===== src/tic_pkg.sv =====
package tic_pkg;

  // Register offsets on the special function register port
  localparam logic [7:0] TIC_CONTROL_ADDR   = 8'ha1;
  localparam logic [7:0] SUBSECOND_ADDR     = 8'ha2;
  localparam logic [7:0] ELAPSED_S_ADDR     = 8'ha3;
  localparam logic [7:0] ELAPSED_M_ADDR     = 8'ha4;
  localparam logic [7:0] HOUR_COUNT_ADDR    = 8'ha5;
  localparam logic [7:0] INTERVAL_MATCH_ADDR = 8'ha6;

  localparam logic [7:0] REG_RESET = 8'h00;

  // Crystal and tick rates
  localparam int unsigned XTAL_HZ       = 32768;
  localparam int unsigned TICK_HZ       = 128;
  localparam int unsigned XTAL_PER_TICK = XTAL_HZ / TICK_HZ;
  localparam logic [7:0]  PRESCALE_LAST = 8'(XTAL_PER_TICK - 1);

  // Counter wrap points
  localparam logic [7:0] SUBSECOND_LAST = 8'h7f;
  localparam logic [7:0] SECOND_LAST    = 8'h3b;
  localparam logic [7:0] MINUTE_LAST    = 8'h3b;
  localparam logic [7:0] DAY_HOUR_LAST  = 8'h17;

  typedef enum logic [1:0] {
    TB_TICK   = 2'b00,
    TB_SECOND = 2'b01,
    TB_MINUTE = 2'b10,
    TB_HOUR   = 2'b11
  } timebase_e;

  typedef struct packed {
    logic      unused_bit;
    logic      day_mode_select;
    timebase_e timebase_select;
    logic      one_shot_mode;
    logic      interval_match_flag;
    logic      interval_enable;
    logic      timekeeping_clock_enable;
  } tic_ctrl_s;

  typedef struct packed {
    logic [7:0] addr;
    logic       wr;
    logic       rd;
    logic [7:0] wdata;
  } sfr_req_s;

endpackage : tic_pkg


===== src/time_interval_counter.sv =====
// Functional notes
// RL1: Day mode: hour counts 0 to 23
// RL2: Non-day mode: hour counts 0 to 255
// RL3: Timebase field picks tick, second, minute, hour
// RL4: One-shot timeout clears interval enable
// RL5: Auto-reload restarts counter after each timeout
// RL6: Sticky match flag when counter equals match
// RL7: Interrupt request only when interrupt enabled
// RL8: Interval enable gates interval counter
// RL9: Clock disabled: time registers restore written values
// RL10: Time registers writable while clock disabled
// RL11: Clock enabled: counting resumes from loaded values
// RL12: Control bit 7 unimplemented, writes ignored
// RL13: Software keeps match value within 0..255
// RL14: Sub-second counts 0..127 per tick, carries
// RL15: Seconds count 0..59, carry minutes
// RL16: Minutes count 0..59, carry hours
// RL17: Day mode hour advances hourly, wraps 23
// RL18: Interval counter advances on selected rollover
// RL19: Counters run from crystal, through power-down
// RL20: Power-down wake on flag with interrupt enabled
// RL21: Interval counter zeroed on enable and reload
`timescale 1ns/10ps
`default_nettype none
module time_interval_counter (
  // Clock and reset
  input  wire logic             i_mclk,
  input  wire logic             i_sys_rst,
  // Crystal, sampled as a level
  input  wire logic             i_xtal,
  // Special function register port
  input  wire tic_pkg::sfr_req_s i_sfr,
  output var  logic [7:0]       o_sfr_rdata,
  // System state
  input  wire logic             i_irq_enable,
  input  wire logic             i_power_down,
  // Requests
  output var  logic             o_irq,
  output var  logic             o_wake
);
  import tic_pkg::*;

  tic_ctrl_s  ctrl;
  logic [7:0] subsecond_count;
  logic [7:0] elapsed_s_register;
  logic [7:0] elapsed_m_register;
  logic [7:0] hour_count;
  logic [7:0] interval_match_value;
  logic [7:0] shadow_sub, shadow_s, shadow_m, shadow_h;
  logic [7:0] prescale;
  logic [7:0] interval_count;
  logic       xtal_q;
  logic       enable_q;

  logic       xtal_edge, tick, sub_wrap, s_wrap, m_wrap, advance;
  logic       hour_wrap;
  logic [7:0] next_interval;
  logic       timeout;
  logic       wr_ctrl, wr_sub, wr_s, wr_m, wr_h, wr_match;

  assign wr_ctrl  = i_sfr.wr && (i_sfr.addr == TIC_CONTROL_ADDR);
  assign wr_sub   = i_sfr.wr && (i_sfr.addr == SUBSECOND_ADDR);
  assign wr_s     = i_sfr.wr && (i_sfr.addr == ELAPSED_S_ADDR);
  assign wr_m     = i_sfr.wr && (i_sfr.addr == ELAPSED_M_ADDR);
  assign wr_h     = i_sfr.wr && (i_sfr.addr == HOUR_COUNT_ADDR);
  assign wr_match = i_sfr.wr && (i_sfr.addr == INTERVAL_MATCH_ADDR);

  // Crystal edges form the time base, so the core clock only needs two samples per crystal period [RL19]
  assign xtal_edge = i_xtal && !xtal_q;
  assign tick      = xtal_edge && (prescale == PRESCALE_LAST) && ctrl.timekeeping_clock_enable;
  assign sub_wrap  = tick && (subsecond_count >= SUBSECOND_LAST);
  assign s_wrap    = sub_wrap && (elapsed_s_register >= SECOND_LAST);
  assign m_wrap    = s_wrap && (elapsed_m_register >= MINUTE_LAST);
  assign hour_wrap = ctrl.day_mode_select && (hour_count >= DAY_HOUR_LAST);

  always_comb begin
    case (ctrl.timebase_select) // [RL3] [RL18]
      TB_TICK:   advance = tick;
      TB_SECOND: advance = sub_wrap;
      TB_MINUTE: advance = s_wrap;
      default:   advance = m_wrap;
    endcase
    advance = advance && ctrl.interval_enable; // [RL8]
  end

  assign next_interval = interval_count + 8'h01;
  assign timeout       = advance && (next_interval == interval_match_value);

  always_ff @(posedge i_mclk) begin
    if (i_sys_rst) begin
      xtal_q   <= i_xtal; // Track the pin so release shows no false edge
      prescale <= REG_RESET;
    end else begin
      xtal_q <= i_xtal;
      // Prescaler held while stopped so a restart gives a full first tick
      if (!ctrl.timekeeping_clock_enable) begin
        prescale <= REG_RESET;
      end else if (xtal_edge) begin
        prescale <= prescale + 8'h01;
      end
    end
  end

  // Last values written by software, restored while the clock is off
  always_ff @(posedge i_mclk) begin
    if (i_sys_rst) begin
      shadow_sub <= REG_RESET;
      shadow_s   <= REG_RESET;
      shadow_m   <= REG_RESET;
      shadow_h   <= REG_RESET;
    end else begin
      if (wr_sub) begin
        shadow_sub <= i_sfr.wdata;
      end
      if (wr_s) begin
        shadow_s <= i_sfr.wdata;
      end
      if (wr_m) begin
        shadow_m <= i_sfr.wdata;
      end
      if (wr_h) begin
        shadow_h <= i_sfr.wdata;
      end
    end
  end

  always_ff @(posedge i_mclk) begin
    if (i_sys_rst) begin
      subsecond_count    <= REG_RESET;
      elapsed_s_register <= REG_RESET;
      elapsed_m_register <= REG_RESET;
      hour_count         <= REG_RESET;
    end else if (!ctrl.timekeeping_clock_enable) begin
      // Writes land directly in the same cycle, otherwise the shadow is restored [RL9] [RL10]
      subsecond_count    <= wr_sub ? i_sfr.wdata : shadow_sub;
      elapsed_s_register <= wr_s ? i_sfr.wdata : shadow_s;
      elapsed_m_register <= wr_m ? i_sfr.wdata : shadow_m;
      hour_count         <= wr_h ? i_sfr.wdata : shadow_h;
    end else begin
      // Counting from whatever was loaded [RL11]
      if (wr_sub) begin
        subsecond_count <= i_sfr.wdata;
      end else if (tick) begin
        subsecond_count <= sub_wrap ? REG_RESET : subsecond_count + 8'h01; // [RL14]
      end
      if (wr_s) begin
        elapsed_s_register <= i_sfr.wdata;
      end else if (sub_wrap) begin
        elapsed_s_register <= s_wrap ? REG_RESET : elapsed_s_register + 8'h01; // [RL15]
      end
      if (wr_m) begin
        elapsed_m_register <= i_sfr.wdata;
      end else if (s_wrap) begin
        elapsed_m_register <= m_wrap ? REG_RESET : elapsed_m_register + 8'h01; // [RL16]
      end
      if (wr_h) begin
        hour_count <= i_sfr.wdata;
      end else if (m_wrap) begin
        // Full range wraps 255 to 0 by overflow [RL1] [RL2] [RL17]
        hour_count <= hour_wrap ? REG_RESET : hour_count + 8'h01;
      end
    end
  end

  always_ff @(posedge i_mclk) begin
    if (i_sys_rst) begin
      ctrl <= tic_ctrl_s'(REG_RESET);
    end else begin
      if (wr_ctrl) begin
        ctrl <= tic_ctrl_s'(i_sfr.wdata);
        ctrl.unused_bit <= 1'b0; // [RL12]
      end
      // Hardware set beats a software clear in the same cycle [RL6]
      if (timeout) begin
        ctrl.interval_match_flag <= 1'b1;
        if (ctrl.one_shot_mode) begin
          ctrl.interval_enable <= 1'b0; // [RL4]
        end
      end
    end
  end

  always_ff @(posedge i_mclk) begin
    if (i_sys_rst) begin
      interval_match_value <= REG_RESET;
    end else if (wr_match) begin
      interval_match_value <= i_sfr.wdata; // Full 8 bits accepted [RL13]
    end
  end

  always_ff @(posedge i_mclk) begin
    if (i_sys_rst) begin
      enable_q       <= 1'b0;
      interval_count <= REG_RESET;
    end else begin
      enable_q <= ctrl.interval_enable;
      if (ctrl.interval_enable && !enable_q) begin
        interval_count <= REG_RESET; // [RL21]
      end else if (timeout) begin
        interval_count <= REG_RESET; // [RL5] [RL21]
      end else if (advance) begin
        interval_count <= next_interval;
      end
    end
  end

  always_ff @(posedge i_mclk) begin
    if (i_sys_rst) begin
      o_irq  <= 1'b0;
      o_wake <= 1'b0;
    end else begin
      o_irq  <= ctrl.interval_match_flag && i_irq_enable; // [RL7]
      o_wake <= ctrl.interval_match_flag && i_irq_enable && i_power_down; // [RL20]
    end
  end

  always_ff @(posedge i_mclk) begin
    if (i_sys_rst) begin
      o_sfr_rdata <= REG_RESET;
    end else if (i_sfr.rd) begin
      if (i_sfr.addr == TIC_CONTROL_ADDR) begin
        o_sfr_rdata <= 8'(ctrl);
      end else if (i_sfr.addr == SUBSECOND_ADDR) begin
        o_sfr_rdata <= subsecond_count;
      end else if (i_sfr.addr == ELAPSED_S_ADDR) begin
        o_sfr_rdata <= elapsed_s_register;
      end else if (i_sfr.addr == ELAPSED_M_ADDR) begin
        o_sfr_rdata <= elapsed_m_register;
      end else if (i_sfr.addr == HOUR_COUNT_ADDR) begin
        o_sfr_rdata <= hour_count;
      end else if (i_sfr.addr == INTERVAL_MATCH_ADDR) begin
        o_sfr_rdata <= interval_match_value;
      end else begin
        o_sfr_rdata <= REG_RESET;
      end
    end
  end
endmodule : time_interval_counter
`default_nettype wire

===== config.mk =====
export PLATFORM = sky130hd
export DESIGN_NAME = time_interval_counter
export DESIGN_NICKNAME = d
export VERILOG_FILES = /design/src/tic_pkg.sv /design/src/time_interval_counter.sv
export SDC_FILE = /design/constraint.sdc
export NUM_CORES = 1
export LEC_CHECK = 0
export BUFFER_PORTS_ARGS = -buffer_cell sky130_fd_sc_hd__buf_2
export CAP_MARGIN = 0
export CORE_UTILIZATION = 60
export CTS_CLUSTER_DIAMETER = 30
export CTS_CLUSTER_SIZE = 20
export DETAILED_ROUTE_END_ITERATION = 8
export PLACE_DENSITY = 0.8
export RECOVER_POWER = 50
export SLEW_MARGIN = 10
export SYNTH_ARGS = -nofsm -noshare
export SYNTH_HDL_FRONTEND = slang
export SYNTH_SLANG_ARGS = --single-unit

===== constraint.sdc =====
create_clock -name i_mclk -period 2.6 [get_ports i_mclk]
set_clock_uncertainty 0.05 [all_clocks]
set_input_delay 0.26 -clock i_mclk [delete_from_list [all_inputs] [get_ports i_mclk]]
set_output_delay 0.26 -clock i_mclk [all_outputs]
set_load 0.01 [all_outputs]

==> flow_summary.json <==
{
  "clockRootBuffer": "clkbuf_8",
  "setup_viol": 0,
  "synthArstFlopShare_pct": 0,
  "cts.sinks": 107,
  "start_util_pct": 61.6,
  "crit_arrival_ps": 2610,
  "cts-htree-levels": 3,
  "syn-cell-area_um2": 5670,
  "yosys.area.top_type_share_pct": 37.8,
  "tightest_slew_ps": 1830,
  "multi_input_area_um2": 3290,
  "max_slew_margin_pct": -22.2,
  "reg2reg_depth": 7,
  "track_usage_pct": 34.2,
  "synth_area_leaders": "dfxtp_1 38%, nand2_1 8.0%, a21oi_1 6.3%",
  "finalHoldViolCount": 0,
  "hold_depth": 2,
  "violations": "capacitance limit, slew limit",
  "r2r_slack_ps": 130,
  "die_h_um": 99.2,
  "rsz0062_at_grt": "no",
  "power_density_nw_per_um2": 460,
  "antenna_left": 0,
  "p_leak_uw": 0.00221,
  "wl_per_cell_um": 18.3,
  "io_buffers": 32,
  "fin_ws_ps": 128,
  "worst_setup_path_end_kind": "register",
  "holdCritPathClass": "primary input to register",
  "synth_cell_type_count": 63,
  "vdd.ir_drop.worst_v": 0.000365,
  "slew_violations": 92,
  "nets": 808,
  "clockBufferDepth": 2,
  "yosys_warnings": 0,
  "yosys_most_used_dff": "dfxtp_1",
  "routabilityCongestion": 0.967,
  "min_period_ps": 2470,
  "worstPathMaxFanout": 10,
  "synth-edff-count": 0,
  "die_x_um": 99.2,
  "min_period_over_period_pct": 95.1,
  "io_pins": 33,
  "drive_gt1_share_pct": 12.9,
  "hold_slack_ps": 38.1,
  "cp.required_ps": 2740,
  "grt_pass1_wl_um": 26600,
  "syn-instance-count": 737,
  "drc": 0,
  "start_kind": "register",
  "std_cell_rows": 35,
  "grt_overflow": 0,
  "via_per_inst": 6.42,
  "ys_seq_elements": 107,
  "core_um2": 9200,
  "worstSetupStartpoint": "prescale[0]",
  "clk_pin_slew_ps": 100,
  "r2r_start": "prescale[0]",
  "clock_latency_ps": 370,
  "cap_violations": 1,
  "fillerInstances": 805,
  "cts_made_buffers": 9,
  "die-area_um2": 9840,
  "drt-initial-drc-count": 625,
  "diodes": 0,
  "vias": 5738,
  "firstDrtPassIters": 7,
  "cts_tree": "done",
  "grt_max_degree": 92,
  "fin_tns_setup_ps": 0,
  "clock.fmax_mhz": 405,
  "hold_end": "o_wake",
  "syn_to_final_growth_pct": 11.1,
  "antenna_found_initial": 0,
  "dp_slack_ps": 5.27,
  "crit_type": "register to register",
  "syn_avg_cell_area_um2": 7.69,
  "outcome": "finished with violations",
  "grt_pass1_vias": 5284,
  "regArea_um2": 2140,
  "r2r_end": "hour_count[0]",
  "wl_um": 16400,
  "synth_top_area_cell": "dfxtp_1",
  "place_hpwl_um": 11700,
  "synth-seq-area-share_pct": 37.8,
  "hp-start": "i_power_down",
  "synthesis.nets": 766
}
-- cells by family (layout without fill, tap and decap cells) --
kind of cell | count (synthesis) | count (layout) | share of synthesized area [%]
AND/OR/NAND/NOR | 308 | 308 | 25.5
AO/OA/AOI/OAI | 221 | 221 | 25.6
flip-flops | 107 | 107 | 37.8
buffers and inverters | 65 | 111 | 4.88
XOR/XNOR | 17 | 17 | 2.63
multiplexers | 13 | 13 | 2.30
adder cells (fa/ha/maj) | 6 | 6 | 1.32
-- through the flow --
| step | cell area, um^2 | instances | total power [uW] | util, % |
|---|---|---|---|---|
| after floorplan | 5670 | 737 | 1850 | - |
| after global placement | 6090 | 878 | 1930 | 66.2 |
| after detailed placement | 6090 | 878 | 1940 | 66.2 |
| after CTS | 6280 | 894 | 2910 | 68.3 |
| after global routing | 6300 | 894 | 2990 | 68.5 |
| final | 6300 | 894 | 2900 | 68.5 |
-- cells in the mapped netlist (5+ instances only) --
cell type  number
a211oi_1        9
a21oi_1        71
a221o_1         5
a22o_1          8
a311oi_1       11
and3_1          9
buf_2          11
clkbuf_1       26
dfxtp_1       107
ha_1            6
inv_1          21
mux2i_1        13
nand2_1       121
nand2b_1        9
nand3_1        19
nand4_1        11
nor2_1         82
nor2b_1         5
nor3_1         18
nor3b_1         6
o2111ai_1      10
o211ai_1        5
o21ai_0        49
o221ai_1        9
o22ai_1         9
or3_1           5
xnor2_1         8
xor2_1          9
-- routing by layer --
layer  wire length [um]  track usage [%]
met5                  0                0
met3               1230             6.25
met4                508             14.6
met2               7580             54.2
met1               7050             45.9
-- worst max-delay path, cell delays in order, from the launching register on --
cell and delay (ps):
dfxtp_1 380, ha_1 210, nand4_1 140, or3_4 440
o41ai_4 470, nand2b_2 310, o2111ai_1 130, nor3b_1 150
-- how the worst max path moves through the flow --
stage,endpoint,depth (start not counted),slack [ps]
floorplan,interval_count[2],8,220
detailed placement,hour_count[0],7,5
global placement,interval_count[7],8,90
global route,interval_count[6],8,10
CTS,interval_count[7],8,20
finish,hour_count[0],7,130
-- power breakdown --
part	switching, uW	total (uW)	internal, uW
sequential	28.2	1690	1660
combinational	147	217	70.9
clock	604	991	387
-- cell usage in the layout (no fill, tap or decap), drive strengths merged, types with 10 or more instances in the layout --
master	Yosys	routed
a21oi	71	71
a311oi	11	11
buf	18	61
clkbuf	26	23
dfxtp	107	107
inv	21	24
mux2i	13	13
nand2	121	121
nand3	20	20
nand4	11	11
nor2	82	82
nor3	22	22
o2111ai	10	10
o21ai	50	50
-- timing repair --
action	CTS	global route
endpoints found under the setup margin	1	27
endpoints found under the hold margin	1	0
hold buffers	1	0
buffers inserted	0	0
resized for setup	1	8
-- final cells by class --
type | instances | area share (%)
Inverter | 21 | 1.25
Tap cell | 111 | 2.21
Multi-Input combinational cell | 565 | 52.2
Clock buffer | 10 | 2.19
Sequential cell | 107 | 34.0
Timing Repair Buffer | 75 | 7.43
Clock inverter | 5 | 0.735
(Power assumes the default switching activity.)
